### config.mk
export PLATFORM = sky130hd
export DESIGN_NAME = serializer_addr_power_reset_regs
export DESIGN_NICKNAME = d
export VERILOG_FILES = /design/src/serializer_regs_pkg.sv /design/src/serializer_addr_power_reset_regs.sv
export VERILOG_INCLUDE_DIRS = /design/src /design/src/src
export SDC_FILE = /design/constraint.sdc
export NUM_CORES = 1
export LEC_CHECK = 0
export ABC_AREA = 1
export BUFFER_PORTS_ARGS = -buffer_cell sky130_fd_sc_hd__buf_2
export CAP_MARGIN = 20
export CELL_PAD_IN_SITES_DETAIL_PLACEMENT = 0
export CELL_PAD_IN_SITES_GLOBAL_PLACEMENT = 1
export CORE_ASPECT_RATIO = 1.75
export CORE_MARGIN = 1.5
export CORE_UTILIZATION = 38
export DETAILED_ROUTE_END_ITERATION = 8
export PLACE_DENSITY_LB_ADDON = 0.08
export SLEW_MARGIN = 0
export SYNTH_ARGS = -nofsm -noshare
export SYNTH_HDL_FRONTEND = slang
export SYNTH_SLANG_ARGS = --single-unit
export TNS_END_PERCENT = 30
### constraint.sdc
create_clock -name i_core_clk -period 2.8 [get_ports i_core_clk]
set_input_delay 0.14 -clock i_core_clk [delete_from_list [all_inputs] [get_ports i_core_clk]]
set_output_delay 0.14 -clock i_core_clk [all_outputs]
set_load 0.01 [all_outputs]
### src/serializer_addr_power_reset_regs_params.svh
/*
  Offsets, field positions, reset values and timing counts of the bus address
  and power/reset control registers.
  Assumes inclusion by bare name from the register module.
*/
`ifndef SERIALIZER_ADDR_POWER_RESET_REGS_PARAMS_SVH
`define SERIALIZER_ADDR_POWER_RESET_REGS_PARAMS_SVH

// ==========================================================================
// Register offsets
`define BUS_ADDRESS_CONFIG_OFFSET      8'h00
`define POWER_AND_RESET_CONTROL_OFFSET 8'h01

// ==========================================================================
// Reset values
`define BUS_ADDRESS_CONFIG_RESET       8'hb0
`define POWER_AND_RESET_CONTROL_RESET  8'h30

// ==========================================================================
// Field positions
`define ADDR_SOURCE_SELECT_BIT         0
`define OWN_ADDR_MSB                   7
`define OWN_ADDR_LSB                   1
`define RESERVED_HIGH_BIT              7
`define DRIVE_STRENGTH_BIT             6
`define SUPPLY_AUTODETECT_BIT          5
`define SUPPLY_LEVEL_BIT               4
`define ANALOG_POWER_DOWN_BIT          3
`define RESERVED_LOW_BIT               2
`define LOGIC_RESET_BIT                1
`define FULL_RESET_BIT                 0

// ==========================================================================
// Writable mask of the power and reset register
`define POWER_RESET_WRITE_MASK         8'h7b

// ==========================================================================
// Timing counts
`define SOFT_RESET_PULSE_NS            10
`define CLK_PERIOD_NS                  10
`define SOFT_RESET_PULSE_CYCLES        ((`SOFT_RESET_PULSE_NS + `CLK_PERIOD_NS - 1) / `CLK_PERIOD_NS)

`endif

### src/serializer_regs_pkg.sv
/*
  Types for the serializer control register bank.
  Assumes nothing of its surroundings.
*/
package serializer_regs_pkg;

  // ========================================================================
  // Access source
  typedef enum logic [0:0] {
    SRC_LOCAL  = 1'b0,
    SRC_REMOTE = 1'b1
  } access_source_t;

  typedef logic [7:0] reg_byte_t;

endpackage

### src/serializer_addr_power_reset_regs.sv
/*
  Bus address and power/reset control registers of the serializer, with a
  local bus port and a remote control channel port.
  Assumes the local bus decoder and the channel logic run on i_core_clk and
  offer at most one access per port per cycle; local wins a same-cycle clash.
*/
//
// Behaviour
// - Registers readable and writable from local bus and remote channel ports.
// - Unlisted offsets are reserved: writes ignored, reads return zero.
// - Address register bits 7:1 hold own address, default 0x58.
// - Address bit 0 chooses strap pins (0) or register address (1).
// - Power bit 6 sets output drive strength, 1 is high.
// - Power bit 5 enables I/O supply auto-detect.
// - Power bit 4 selects 3.3V (1) or 1.8V (0) I/O supply.
// - Analog power-down bit accepts local writes only.
// - Analog power-down bit 1 powers the analog block down.
// - Power bit 1 pulses a logic reset keeping registers, self-clears.
// - Power bit 0 resets logic and all registers, self-clears.
`timescale 1ns/10ps
`include "serializer_addr_power_reset_regs_params.svh"

module serializer_addr_power_reset_regs #(
  parameter int ADDR_W = 8
) (
  input  wire logic              i_core_clk,
  input  wire logic              i_reset_n,
  input  wire logic              i_local_wr,
  input  wire logic              i_local_rd,
  input  wire logic [ADDR_W-1:0] i_local_addr,
  input  wire logic [7:0]        i_local_wdata,
  output logic      [7:0]        o_local_rdata,
  output logic                   o_local_rvalid,
  input  wire logic              i_remote_wr,
  input  wire logic              i_remote_rd,
  input  wire logic [ADDR_W-1:0] i_remote_addr,
  input  wire logic [7:0]        i_remote_wdata,
  output logic      [7:0]        o_remote_rdata,
  output logic                   o_remote_rvalid,
  input  wire logic [6:0]        i_address_strap_pins,
  output logic      [6:0]        o_own_bus_address,
  output logic                   o_output_drive_strength,
  output logic                   o_io_supply_autodetect,
  output logic                   o_io_supply_level_select,
  output logic                   o_analog_power_down,
  output logic                   o_logic_reset,
  output logic                   o_full_reset
);

  // ========================================================================
  // Strap synchroniser
  logic [6:0] strap_meta_q;
  logic [6:0] strap_sync_q;

  always_ff @(posedge i_core_clk or negedge i_reset_n) begin
    if (!i_reset_n) begin
      strap_meta_q <= 7'h00;
      strap_sync_q <= 7'h00;
    end else begin
      strap_meta_q <= i_address_strap_pins;
      strap_sync_q <= strap_meta_q;
    end
  end

  // ========================================================================
  // Register state
  logic [7:0] addr_cfg_q;
  logic [7:0] addr_cfg_d;
  logic [7:0] pwr_q;
  logic [7:0] pwr_d;
  logic       logic_rst_q;
  logic       logic_rst_d;
  logic       full_rst_q;
  logic       full_rst_d;
  logic [7:0] local_rdata_q;
  logic [7:0] local_rdata_d;
  logic       local_rvalid_q;
  logic       local_rvalid_d;
  logic [7:0] remote_rdata_q;
  logic [7:0] remote_rdata_d;
  logic       remote_rvalid_q;
  logic       remote_rvalid_d;
  logic [6:0] own_addr_q;
  logic [6:0] own_addr_d;

  function automatic logic [7:0] read_reg(input logic [ADDR_W-1:0] a,
                                          input logic [7:0] ac,
                                          input logic [7:0] pw);
    logic [7:0] r;
    r = 8'h00;
    if (a == ADDR_W'(`BUS_ADDRESS_CONFIG_OFFSET)) begin
      r = ac;
    end else if (a == ADDR_W'(`POWER_AND_RESET_CONTROL_OFFSET)) begin
      r = pw;
    end
    return r;
  endfunction

  // ========================================================================
  // Write port selection
  serializer_regs_pkg::access_source_t wr_src;
  logic                                wr_en;
  logic [ADDR_W-1:0]                   wr_addr;
  serializer_regs_pkg::reg_byte_t      wr_data;
  serializer_regs_pkg::reg_byte_t      wmask;
  logic                                wr_cfg_hit;
  logic                                wr_pwr_hit;

  always_comb begin
    wr_en  = i_local_wr | i_remote_wr;
    wr_src = serializer_regs_pkg::SRC_REMOTE;
    if (i_local_wr) begin
      wr_src = serializer_regs_pkg::SRC_LOCAL;
    end
    wr_addr = i_local_wr ? i_local_addr : i_remote_addr;
    wr_data = i_local_wr ? i_local_wdata : i_remote_wdata;
    wmask   = `POWER_RESET_WRITE_MASK;
    if (wr_src == serializer_regs_pkg::SRC_REMOTE) begin
      wmask[`ANALOG_POWER_DOWN_BIT] = 1'b0;
    end
    wr_cfg_hit = wr_en && !full_rst_q && (wr_addr == ADDR_W'(`BUS_ADDRESS_CONFIG_OFFSET));
    wr_pwr_hit = wr_en && !full_rst_q && (wr_addr == ADDR_W'(`POWER_AND_RESET_CONTROL_OFFSET));
  end

  // ========================================================================
  // Register contents
  always_comb begin
    addr_cfg_d = addr_cfg_q;
    pwr_d      = pwr_q;
    if (wr_cfg_hit) begin
      addr_cfg_d = wr_data;
    end
    if (wr_pwr_hit) begin
      pwr_d = (pwr_q & ~wmask) | (wr_data & wmask);
    end
    pwr_d[`LOGIC_RESET_BIT] = 1'b0;
    pwr_d[`FULL_RESET_BIT]  = 1'b0;
    if (full_rst_q) begin
      addr_cfg_d = `BUS_ADDRESS_CONFIG_RESET;
      pwr_d      = `POWER_AND_RESET_CONTROL_RESET;
    end
  end

  always_ff @(posedge i_core_clk or negedge i_reset_n) begin
    if (!i_reset_n) begin
      addr_cfg_q <= `BUS_ADDRESS_CONFIG_RESET;
      pwr_q      <= `POWER_AND_RESET_CONTROL_RESET;
    end else begin
      addr_cfg_q <= addr_cfg_d;
      pwr_q      <= pwr_d;
    end
  end

  // ========================================================================
  // Soft reset pulses
  always_comb begin
    logic_rst_d = 1'b0;
    full_rst_d  = 1'b0;
    if (wr_pwr_hit) begin
      logic_rst_d = wr_data[`LOGIC_RESET_BIT] | wr_data[`FULL_RESET_BIT];
      full_rst_d  = wr_data[`FULL_RESET_BIT];
    end
  end

  always_ff @(posedge i_core_clk or negedge i_reset_n) begin
    if (!i_reset_n) begin
      logic_rst_q <= 1'b0;
      full_rst_q  <= 1'b0;
    end else begin
      logic_rst_q <= logic_rst_d;
      full_rst_q  <= full_rst_d;
    end
  end

  // ========================================================================
  // Own bus address
  always_comb begin
    own_addr_d = strap_sync_q;
    if (addr_cfg_q[`ADDR_SOURCE_SELECT_BIT]) begin
      own_addr_d = addr_cfg_q[`OWN_ADDR_MSB:`OWN_ADDR_LSB];
    end
  end

  always_ff @(posedge i_core_clk or negedge i_reset_n) begin
    if (!i_reset_n) begin
      own_addr_q <= 7'h00;
    end else begin
      own_addr_q <= own_addr_d;
    end
  end

  // ========================================================================
  // Read paths
  always_comb begin
    local_rvalid_d  = i_local_rd && !full_rst_q;
    remote_rvalid_d = i_remote_rd && !full_rst_q;
    local_rdata_d   = 8'h00;
    remote_rdata_d  = 8'h00;
    if (local_rvalid_d) begin
      local_rdata_d = read_reg(i_local_addr, addr_cfg_q, pwr_q);
    end
    if (remote_rvalid_d) begin
      remote_rdata_d = read_reg(i_remote_addr, addr_cfg_q, pwr_q);
    end
  end

  always_ff @(posedge i_core_clk or negedge i_reset_n) begin
    if (!i_reset_n) begin
      local_rdata_q   <= 8'h00;
      local_rvalid_q  <= 1'b0;
      remote_rdata_q  <= 8'h00;
      remote_rvalid_q <= 1'b0;
    end else begin
      local_rdata_q   <= local_rdata_d;
      local_rvalid_q  <= local_rvalid_d;
      remote_rdata_q  <= remote_rdata_d;
      remote_rvalid_q <= remote_rvalid_d;
    end
  end

  // ========================================================================
  // Outputs
  assign o_local_rdata            = local_rdata_q;
  assign o_local_rvalid           = local_rvalid_q;
  assign o_remote_rdata           = remote_rdata_q;
  assign o_remote_rvalid          = remote_rvalid_q;
  assign o_own_bus_address        = own_addr_q;
  assign o_output_drive_strength  = pwr_q[`DRIVE_STRENGTH_BIT];
  assign o_io_supply_autodetect   = pwr_q[`SUPPLY_AUTODETECT_BIT];
  assign o_io_supply_level_select = pwr_q[`SUPPLY_LEVEL_BIT];
  assign o_analog_power_down      = pwr_q[`ANALOG_POWER_DOWN_BIT];
  assign o_logic_reset            = logic_rst_q;
  assign o_full_reset             = full_rst_q;

endmodule

==> results of run 1 <==
==> power by group through the flow <==
stage / Clock (mW) / Sequential [mW] / Combinational, mW
2_1_floorplan: 0 / 0.967 / 0.133
3_5_place_dp: 0 / 0.975 / 0.277
3_3_place_gp: 0 / 0.976 / 0.272
6_report: 0.418 / 0.957 / 0.280
5_1_grt: 0.464 / 0.972 / 0.323
4_1_cts: 0.434 / 0.961 / 0.286
==> tightest hold or removal path: stages <==
cell	delay (ns)
sky130_fd_sc_hd__buf_2	0.08
sky130_fd_sc_hd__nand2_1	0.04
sky130_fd_sc_hd__nand2_1	0.05
sky130_fd_sc_hd__nand2_1	0.04
sky130_fd_sc_hd__nand2_1	0.05
==> synth_stat cells (all sizes together) <==
| library cell | instances |
|---|---|
| buf | 4 |
| and3 | 4 |
| nor2 | 11 |
| nor3 | 8 |
| dfstp | 5 |
| nand3 | 26 |
| inv | 21 |
| o21ai | 7 |
| a21oi | 9 |
| dfrtp | 48 |
| clkbuf | 1 |
| nand2 | 81 |
| a21boi | 1 |
| nand4 | 1 |
| a31oi | 1 |
| or2 | 2 |
==> metrics by stage <==
| step | cells | utilization [%] |
|---|---|---|
| floorplan | 230 | - |
| global placement | 378 | 47.4 |
| global route | 393 | 50.5 |
| CTS | 393 | 50.5 |
| finish | 393 | 50.5 |
| detailed placement | 378 | 47.4 |
==> layout by cell type (no fill, tap or decap), drive strengths merged <==
cell          n
nand2        81
buf          77
dfrtp        48
nand3        26
inv          21
nor2         11
a21oi         9
dlygate4sd3   8
nor3          8
clkbuf        7
o21ai         7
dfstp         5
and3          4
or2           2
a31oi         1
a21boi        1
nand4         1
==> state kept, by name (all words and copies together), names as in the netlist <==
register	flops
addr_cfg_q	8
o_full_reset	1
o_local_rdata	8
o_local_rvalid	1
o_logic_reset	1
o_own_bus_address	7
o_remote_rdata	8
o_remote_rvalid	1
pwr_q	4
strap_meta_q	7
strap_sync_q	7
==> cells by family (layout without fill, tap and decap cells) <==
family / after synthesis / count (layout) / synth area share [%]
AO/OA/AOI/OAI: 18 / 18 / 4.36
buffers and inverters: 26 / 113 / 5.11
flip-flops: 53 / 53 / 61.9
AND/OR/NAND/NOR: 133 / 133 / 28.6
==> cell type report <==
class | count | area (µm²)
clock buffer | 7 | 86.3
fill | 576 | 2720
inverter | 21 | 78.8
multi-input combinational | 151 | 711
sequential | 53 | 1330
tap | 76 | 95.1
timing repair buffer | 85 | 470
==> how the worst min path moves through the flow <==
stage	slack [ns]	cells past startpoint	to	startpoint
6_report	0.13	5	addr_cfg_q[3]$_DFFE_PN0P_	i_remote_wdata[3]
5_1_grt	0.14	5	addr_cfg_q[3]$_DFFE_PN0P_	i_remote_wdata[3]
4_1_cts	0.13	5	addr_cfg_q[3]$_DFFE_PN0P_	i_remote_wdata[3]
3_5_place_dp	0.21	1	o_remote_rvalid$_DFF_PN0_	i_reset_n
3_3_place_gp	0.19	1	o_remote_rvalid$_DFF_PN0_	i_reset_n
2_1_floorplan	-0.16	0	addr_cfg_q[0]$_DFFE_PN0P_	i_reset_n
==> per-layer routing <==
metal	GRT usage [%]	routed length, µm	share of wire, %	vias to the layer above
met3	3.39	283	5.7	12
met4	8.38	135	2.7	0
met2	31.5	2690	55	71
met5	0	0	0	-
met1	19.5	1820	37	805
li1	-	-	-	902
==> flow_summary.yaml, run 1 <==
power_and_ir_drop:
  netSwitchingPower_uw: 465
  pwr-share-comb_pct: 16.9
  seqPwrFrac_pct: 57.8
  fin_total_pwr_mw: 1.66
  power.density_nw_per_um2: 597
  power_report.internal_total_mw: 1.19
  vdd_ir_drop_max_v: 0.000272
  pwr-share-clk_pct: 25.3
  total_leakage_power_nw: 1.54
  sw_frac_of_total_pct: 28.1
clock_network:
  cts_max_level: 2
  clk_transition_reported_paths_ns: 0.09
  cts_tree: "yes"
  clock_buffers_created_by_tritoncts: 5
  worst_skew_pair.late_latency_ns: 0.30
  ctsResizeCount: 0
  post_cts_hold_buffer_count: 8
  ctsLongestPathBuffers: 2
  clock-root-buffer: "sky130_fd_sc_hd__clkbuf_8"
  postCtsSetupBuffers: 0
  cts_sinks: 53
drt:
  viasPerCell: 4.55
  post_detailed_route_drc_marker_count: 0
  dr.pass1.iters: 4
  post_drt_wl_per_cell_um: 12.6
  drtIter0Drc: 60
  ant_nets: 0
  routed-via-count: 1790
  postRouteWirelength_mm: 4.94
cells_and_area:
  syn_to_final_growth_pct: 28.8
  antenna_cells_inserted: 0
  design.final.nets: 362
  layout-drive-gt1-share_pct: 32.5
  layout.cell_area.non_filler_um2: 2770
critical_path:
  worst_setup_path_startpoint: "o_full_reset$_DFF_PN0_"
  worst-path-max-fanout: 21
  worst-path-stages: 4
  worstSetupEndpoint: "o_local_rdata[0]$_DFF_PN0_"
  path_common_cell: "sky130_fd_sc_hd__inv_1"
  setup.worst_path.class: "reg2reg"
  crit_required_ns: 3.03
  worst_ep_arrival_time_ns: 1.81
  worst-r2r-cell-count: 4
  critPathCaptureType: "register"
  cpPeakStageDelay_ns: 0.47
  timing.critical_path.slowest_stage_cell: "sky130_fd_sc_hd__inv_1"
  worstReg2RegEnd: "o_local_rdata[0]$_DFF_PN0_"
  cp-start-kind: "register"
  r2r_setup_slack_ns: 1.22
  timing.critical_path.cells: "inv_1 > nand2_1 > inv_1 > and3_1"
  path_buf_inv: 2
  crit-reg2reg-launch: "o_full_reset$_DFF_PN0_"
  cp_top_delay_family: "buffers and inverters"
timing:
  fmax_mhz: 634
  report.final.hold_viol_count: 0
  final_max_slew_viol_count: 0
  unrepaired_setup_endpoints_after_global_routing: "false"
  final.setup_skew_ns: 0.00395
  finalWorstSetupSlack_ns: 1.22
  min_period_ns: 1.58
  final_setup_violation_count: 0
  relSlewSlack_pct: 56.7
  layout_worst_path_cycle_share_pct: 56.3
  timing.setup.tns_ns: 0
  fin_worst_hold_slack_ns: 0.134
  worst_slew_pin_slew_ns: 0.650
floorplan:
  num_io_pins: 76
  die_area_um2: 6150
  fp.coreArea_um2: 5500
  die_height_um: 103
  initial_utilization_pct: 39.2
  fp-row-count: 36
  die-width_um: 59.9
logic_synthesis:
  ys_seq_elements: 53
  synth.distinct_cells: 26
  ys_seq_area_share_pct: 61.9
  synthDominantAreaCellType: "sky130_fd_sc_hd__dfrtp_1"
  synthesized_cell_area_um2: 2150
  synth_top_area_share_pct: 55.8
  syn_nets: 275
  post_synth_inst_count: 230
  synth_warnings: 0
  biggest_area_contributors_in_the_synthesized_netlist: "sky130_fd_sc_hd__dfrtp_1 (56%), sky130_fd_sc_hd__nand2_1 (13%), sky130_fd_sc_hd__dfstp_2 (6.1%)"
  synth.avg_cell_area_um2: 9.36
global_route:
  grt_pass1_wl_mm: 7.95
  globalRouteOverflowTotal: 0
  antenna_found_initial: 0
  grt_pass1_vias: 1711
  groute.usage.overall_pct: 17.7
  maximum_number_of_pins_on_one_net_before_global_route_repair: 32
job:
  drv.max_cap_violation_count: 0
hold_path:
  path_class_of_the_lowest_slack_min_delay_path: "in2reg"
outcome:
  run_status: "completed"
placed_design:
  instance_area_after_placement_um2: 2610
  port_buffers: 75
  pre_cts_ws_ns: 1.24
  globalplace.congestion: 0.758
  detailed_place_hpwl_mm: 3.88
Power figures use the tool's default switching activity.
==> run 2: changes to the inputs <==
- ABC_AREA: 1 -> 0
- CORE_UTILIZATION: 38 -> 34
- clock period: 2.8 -> 1.3 ns (I/O delays scaled with it)
==> flow_summary.yaml, run 2 <==
drt:
  ant_nets: 0
  drtIter0Drc: 18
  post_detailed_route_drc_marker_count: 0
  post_drt_wl_per_cell_um: 14.3
  postRouteWirelength_mm: 4.82
  routed-via-count: 1539
  dr.pass1.iters: 4
  viasPerCell: 4.57
clock_network:
  cts_sinks: 53
  clk_transition_reported_paths_ns: 0.09
  cts_max_level: 2
  ctsLongestPathBuffers: 2
  clock_buffers_created_by_tritoncts: 5
  worst_skew_pair.late_latency_ns: 0.30
  clock-root-buffer: "sky130_fd_sc_hd__clkbuf_8"
  cts_tree: "yes"
outcome:
  run_status: "finished, violations left"
  violated_checks: "hold timing, setup timing"
critical_path:
  critPathCaptureType: "register"
  crit_required_ns: 1.50
  worst_ep_arrival_time_ns: 1.55
  worst-path-max-fanout: 3
  setup.worst_path.class: "reg2reg"
  cp-start-kind: "register"
logic_synthesis:
  synth.distinct_cells: 29
  number_of_enable_type_register_cells_in_the_synthesized_netlist: 0
  synth_warnings: 0
  synth_top_cells_by_count: "sky130_fd_sc_hd__dfrtp_1 (48), sky130_fd_sc_hd__mux2i_1 (23), sky130_fd_sc_hd__nor2_1 (20)"
  synth.most_common_cell: "sky130_fd_sc_hd__dfrtp_1"
  async_reset_ff_share_pct: 100
  syn_nets: 197
  post_synth_inst_count: 152
  synthDominantAreaCellType: "sky130_fd_sc_hd__dfrtp_1"
  dominantRegCellSynth: "sky130_fd_sc_hd__dfrtp_1"
  synth_top_area_share_pct: 57.4
  synthesized_cell_area_um2: 2090
  ys_seq_area_share_pct: 63.7
  ys_seq_elements: 53
  synth.avg_cell_area_um2: 13.8
  biggest_area_contributors_in_the_synthesized_netlist: "sky130_fd_sc_hd__dfrtp_1 (57%), sky130_fd_sc_hd__mux2i_1 (11%), sky130_fd_sc_hd__dfstp_2 (6.3%)"
cells_and_area:
  layout.cell_area.non_filler_um2: 2930
  final_instance_count_excl_fillers: 337
  design.final.nets: 303
  antenna_cells_inserted: 0
  layout-drive-gt1-share_pct: 51.7
  mostFrequentLayoutCells: "sky130_fd_sc_hd__buf_2 (75), sky130_fd_sc_hd__dfrtp_1 (48), sky130_fd_sc_hd__mux2i_1 (23)"
  syn_to_final_growth_pct: 40.3
  final_common_cell: "sky130_fd_sc_hd__buf_2"
global_route:
  groute.usage.overall_pct: 15.5
  antenna_found_initial: 0
  grt_pass1_vias: 1653
  globalRouteOverflowTotal: 0
  maximum_number_of_pins_on_one_net_before_global_route_repair: 40
  grt_pass1_wl_mm: 8.06
timing:
  final_max_slew_viol_count: 0
  relSlewSlack_pct: 73.7
  final_setup_violation_count: 3
  final.setup_skew_ns: 0.00746
  report.final.hold_viol_count: 1
  worst_slew_pin_slew_ns: 0.384
  min_period_ns: 1.35
  fin_worst_hold_slack_ns: -0.00552
  fmax_mhz: 740
  timing.setup.tns_ns: -0.0577
  finalWorstSetupSlack_ns: -0.0513
  layout_worst_path_cycle_share_pct: 104
  unrepaired_setup_endpoints_after_global_routing: "true"
placed_design:
  globalplace.congestion: 0.790
  port_buffers: 75
  detailed_place_hpwl_mm: 3.70
  dpl.cell_count: 320
  instance_area_after_placement_um2: 2700
  pre_cts_ws_ns: -0.242
floorplan:
  die_area_um2: 6650
  die_height_um: 107
  die-width_um: 62.3
  fp-row-count: 37
  initial_utilization_pct: 35.3
  fp.coreArea_um2: 5930
  num_io_pins: 76
power_and_ir_drop:
  power.density_nw_per_um2: 1120
  total_leakage_power_nw: 1.49
  vdd_ir_drop_max_v: 0.000755
hold_path:
  path_class_of_the_lowest_slack_min_delay_path: "in2reg"
job:
  drv.max_cap_violation_count: 0
==> run 2: cell count changes in the layout (fill, tap and decap cells not counted), moves of 7 or more <==
cell	delta
sky130_fd_sc_hd__nand2_1	-74
sky130_fd_sc_hd__nand3_1	-25
sky130_fd_sc_hd__mux2i_1	+23
sky130_fd_sc_hd__inv_1	-16
sky130_fd_sc_hd__buf_4	+15
sky130_fd_sc_hd__mux2_2	+8
sky130_fd_sc_hd__nor2_1	+8
sky130_fd_sc_hd__and2_1	+7
==> run 2: layer usage <==
metal  vias up  part of all wire [%]  GRT usage (%)  wire [µm]
met1       741                    40           17.4       1910
met3         5                   5.5           3.15        264
met5         -                     0              0          0
met4         0                   1.0           5.24         50
li1        735                     -              -          -
met2        58                    54           29.0       2590
==> run 2: logic make-up after synthesis <==
kind of cell | count (synthesis) | synth area share [%]
DFF | 53 | 63.7
and+or+nand+nor | 45 | 13.4
muxes | 32 | 16.0
AOI/OAI and AO/OA | 14 | 4.72
buffers and inverters | 8 | 2.15
==> run 2: worst paths after layout <==
kind,from,to,slack [ns],cells after the start
max,o_full_reset$_DFF_PN0_,pwr_q[6]$_DFFE_PN0P_,-0.05,4
min,i_remote_rd,o_remote_rvalid$_DFF_PN0_,-0.006,2
min reg2reg,strap_meta_q[6]$_DFF_PN0_,strap_sync_q[6]$_DFF_PN0_,0.36,0
max reg2reg,o_full_reset$_DFF_PN0_,pwr_q[6]$_DFFE_PN0P_,-0.05,4
max in group asynchronous,i_reset_n,addr_cfg_q[7]$_DFFE_PN1P_,0.53,3
min in group asynchronous,i_reset_n,o_remote_rdata[5]$_DFF_PN0_,0.19,2
==> run 2: cell type report <==
class	instances	area, µm²
fillers	579	2990
flip-flops and latches	53	1330
multi-input cells	91	757
repair buffers	106	659
well taps	78	97.6
clock buffers	7	76.3
clock inverters	1	7.51
inverters	1	3.75
==> run 2: worst max-delay path: stages, from the launching register on <==
cell                      delay (ns)
sky130_fd_sc_hd__dfrtp_1        0.42
sky130_fd_sc_hd__inv_2          0.08
sky130_fd_sc_hd__o21ai_1        0.08
sky130_fd_sc_hd__or3_4          0.36
sky130_fd_sc_hd__mux2_4         0.30
==> run 2: power by group <==
group | switching (mW) | internal, mW | leakage [nW]
clock network | 0.515 | 0.382 | 0.0385
registers | 0.0939 | 1.79 | 0.656
logic | 0.237 | 0.273 | 0.792
==> run 2: repair_timing <==
action / 4_1_cts / 5_1_grt
setup buffers: 0 / 1
hold buffers: 8 / 0
endpoints found under the hold margin: 21 / 0
endpoints found under the setup margin: 11 / 24
gates resized for setup: 4 / 12
pin swaps: 0 / 3
==> run 2: through the flow <==
| step | power (mW) | util [%] |
|---|---|---|
| detailed placement | 2.42 | 45.6 |
| global placement | 2.40 | 45.6 |
| global route | 3.46 | 49.5 |
| CTS | 3.34 | 48.6 |
| finish | 3.30 | 49.5 |
| floorplan | 2.14 | - |
==> run 3: changes to the inputs <==
- ABC_AREA: 0 -> 1
- CORE_UTILIZATION: 34 -> 32
- RECOVER_POWER: default -> 100
- clock period: 1.3 -> 1.1 ns (I/O delays scaled with it)
==> flow_summary.yaml, run 3 (synthesis gave the netlist of run 1 again) <==
outcome:
  run_status: "finished, violations left"
  violated_checks: "setup timing"
drt:
  ant_nets: 0
  dr.pass1.iters: 5
  routed-via-count: 1819
  viasPerCell: 4.33
  post_drt_wl_per_cell_um: 12.6
  drtIter0Drc: 72
  postRouteWirelength_mm: 5.30
  post_detailed_route_drc_marker_count: 0
floorplan:
  initial_utilization_pct: 32.9
  num_io_pins: 76
  die_area_um2: 7250
  fp-row-count: 39
  fp.coreArea_um2: 6540
  die_height_um: 112
  die-width_um: 65.0
global_route:
  globalRouteOverflowTotal: 0
  groute.usage.overall_pct: 16.0
  antenna_found_initial: 0
  maximum_number_of_pins_on_one_net_before_global_route_repair: 35
  grt_pass1_wl_mm: 8.80
  grt_pass1_vias: 1827
cells_and_area:
  layout-drive-gt1-share_pct: 29.3
  final_common_cell: "sky130_fd_sc_hd__nand2_1"
  num-fill-cells: 696
  design.final.nets: 382
  mostFrequentLayoutCells: "sky130_fd_sc_hd__nand2_1 (75), sky130_fd_sc_hd__dfrtp_1 (48), sky130_fd_sc_hd__buf_2 (45)"
  antenna_cells_inserted: 0
  final_core_util_pct: 45.6
  syn_to_final_growth_pct: 38.3
timing:
  layout_worst_path_cycle_share_pct: 107
  final_max_slew_viol_count: 0
  final.setup_skew_ns: 0.00676
  report.final.hold_viol_count: 0
  worst_slew_pin_slew_ns: 0.540
  final_setup_violation_count: 9
  fmax_mhz: 848
  finalWorstSetupSlack_ns: -0.0791
  unrepaired_setup_endpoints_after_global_routing: "true"
  relSlewSlack_pct: 64.0
  min_period_ns: 1.18
critical_path:
  critPathCaptureType: "register"
  cp-start-kind: "register"
  setup.worst_path.class: "reg2reg"
  crit_required_ns: 1.32
  worst_ep_arrival_time_ns: 1.40
  worst-path-max-fanout: 5
hold_path:
  path_class_of_the_lowest_slack_min_delay_path: "in2reg"
clock_network:
  cts_sinks: 53
  cts_max_level: 2
  clk_transition_reported_paths_ns: 0.07
  clock-root-buffer: "sky130_fd_sc_hd__clkbuf_16"
  clock_buffers_created_by_tritoncts: 5
  worst_skew_pair.late_latency_ns: 0.29
  cts_tree: "yes"
  ctsLongestPathBuffers: 2
power_and_ir_drop:
  fin_total_pwr_mw: 4.77
  vdd_ir_drop_max_v: 0.000836
  total_leakage_power_nw: 1.57
  power.density_nw_per_um2: 1600
placed_design:
  port_buffers: 75
  detailed_place_hpwl_mm: 4.16
  globalplace.congestion: 0.815
job:
  drv.max_cap_violation_count: 0
run 3: metrics by stage:
stage                     instance area, µm²  hold WS (ns)  worst slack [ns]  TNS [ns]  cells
after floorplan                         2150        -0.241           0.00185         0    230
after global placement                  2760       -0.0561           -0.0535    -0.337    402
after detailed placement                2760       -0.0590           -0.0778    -0.578    402
after CTS                               3020        0.0388           -0.0975     -1.01    420
after global routing                    2980        0.0452            -0.151     -2.03    420
final                                   2980        0.0419           -0.0791    -0.559    420
run 3: report_power, final:
part           total (mW)  internal, mW  switching (mW)
clock                1.56         0.905           0.654
sequential           2.46          2.24           0.219
combinational       0.757         0.319           0.438
run 3: worst paths after layout:
path                            slack [ns]                       from  depth (start not counted)                        endpoint
worst max-delay path                 -0.08     o_full_reset$_DFF_PN0_                          7       addr_cfg_q[2]$_DFFE_PN0P_
worst min-delay path                  0.04          i_remote_wdata[1]                          3         o_logic_reset$_DFF_PN0_
worst max register to register       -0.08     o_full_reset$_DFF_PN0_                          7       addr_cfg_q[2]$_DFFE_PN0P_
worst min register to register        0.35  strap_meta_q[3]$_DFF_PN0_                          0       strap_sync_q[3]$_DFF_PN0_
max in group asynchronous             0.12                  i_reset_n                          3       addr_cfg_q[4]$_DFFE_PN1P_
min in group asynchronous             0.26                  i_reset_n                          2  o_own_bus_address[0]$_DFF_PN0_
run 3: repair_timing:
| item | 4_1_cts | 5_1_grt |
|---|---|---|
| gates resized for setup | 3 | 3 |
| setup endpoints to repair | 26 | 31 |
| setup buffers | 1 | 0 |
| cloned | 1 | 0 |
| hold endpoints to repair | 57 | 0 |
| pin swaps | 5 | 3 |
| hold buffers | 8 | 0 |
run 3: area by class of cell:
cell class / instances / area, µm² / share of cell area, %
tap: 82 / 103 / 3.44
multi-input combinational: 152 / 734 / 24.7
sequential: 53 / 1330 / 44.7
clock buffer: 6 / 139 / 4.66
timing repair buffer: 104 / 576 / 19.3
inverter: 21 / 81.3 / 2.73
clock inverter: 2 / 13.8 / 0.462
run 3: per-layer routing:
layer	global-route usage (%)	wire [µm]
met5	0	0
met3	2.63	265
met4	7.08	150
met1	18.9	2090
met2	28.0	2790
run 3: worst max-delay path, cell delays in order, from the launching register on:
cell,delay (ns)
sky130_fd_sc_hd__dfrtp_1,0.41
sky130_fd_sc_hd__nor2_1,0.12
sky130_fd_sc_hd__nand3_2,0.11
sky130_fd_sc_hd__nor2_4,0.17
sky130_fd_sc_hd__nand2_4,0.11
sky130_fd_sc_hd__inv_4,0.08
sky130_fd_sc_hd__nand2_1,0.05
sky130_fd_sc_hd__nand2_1,0.06
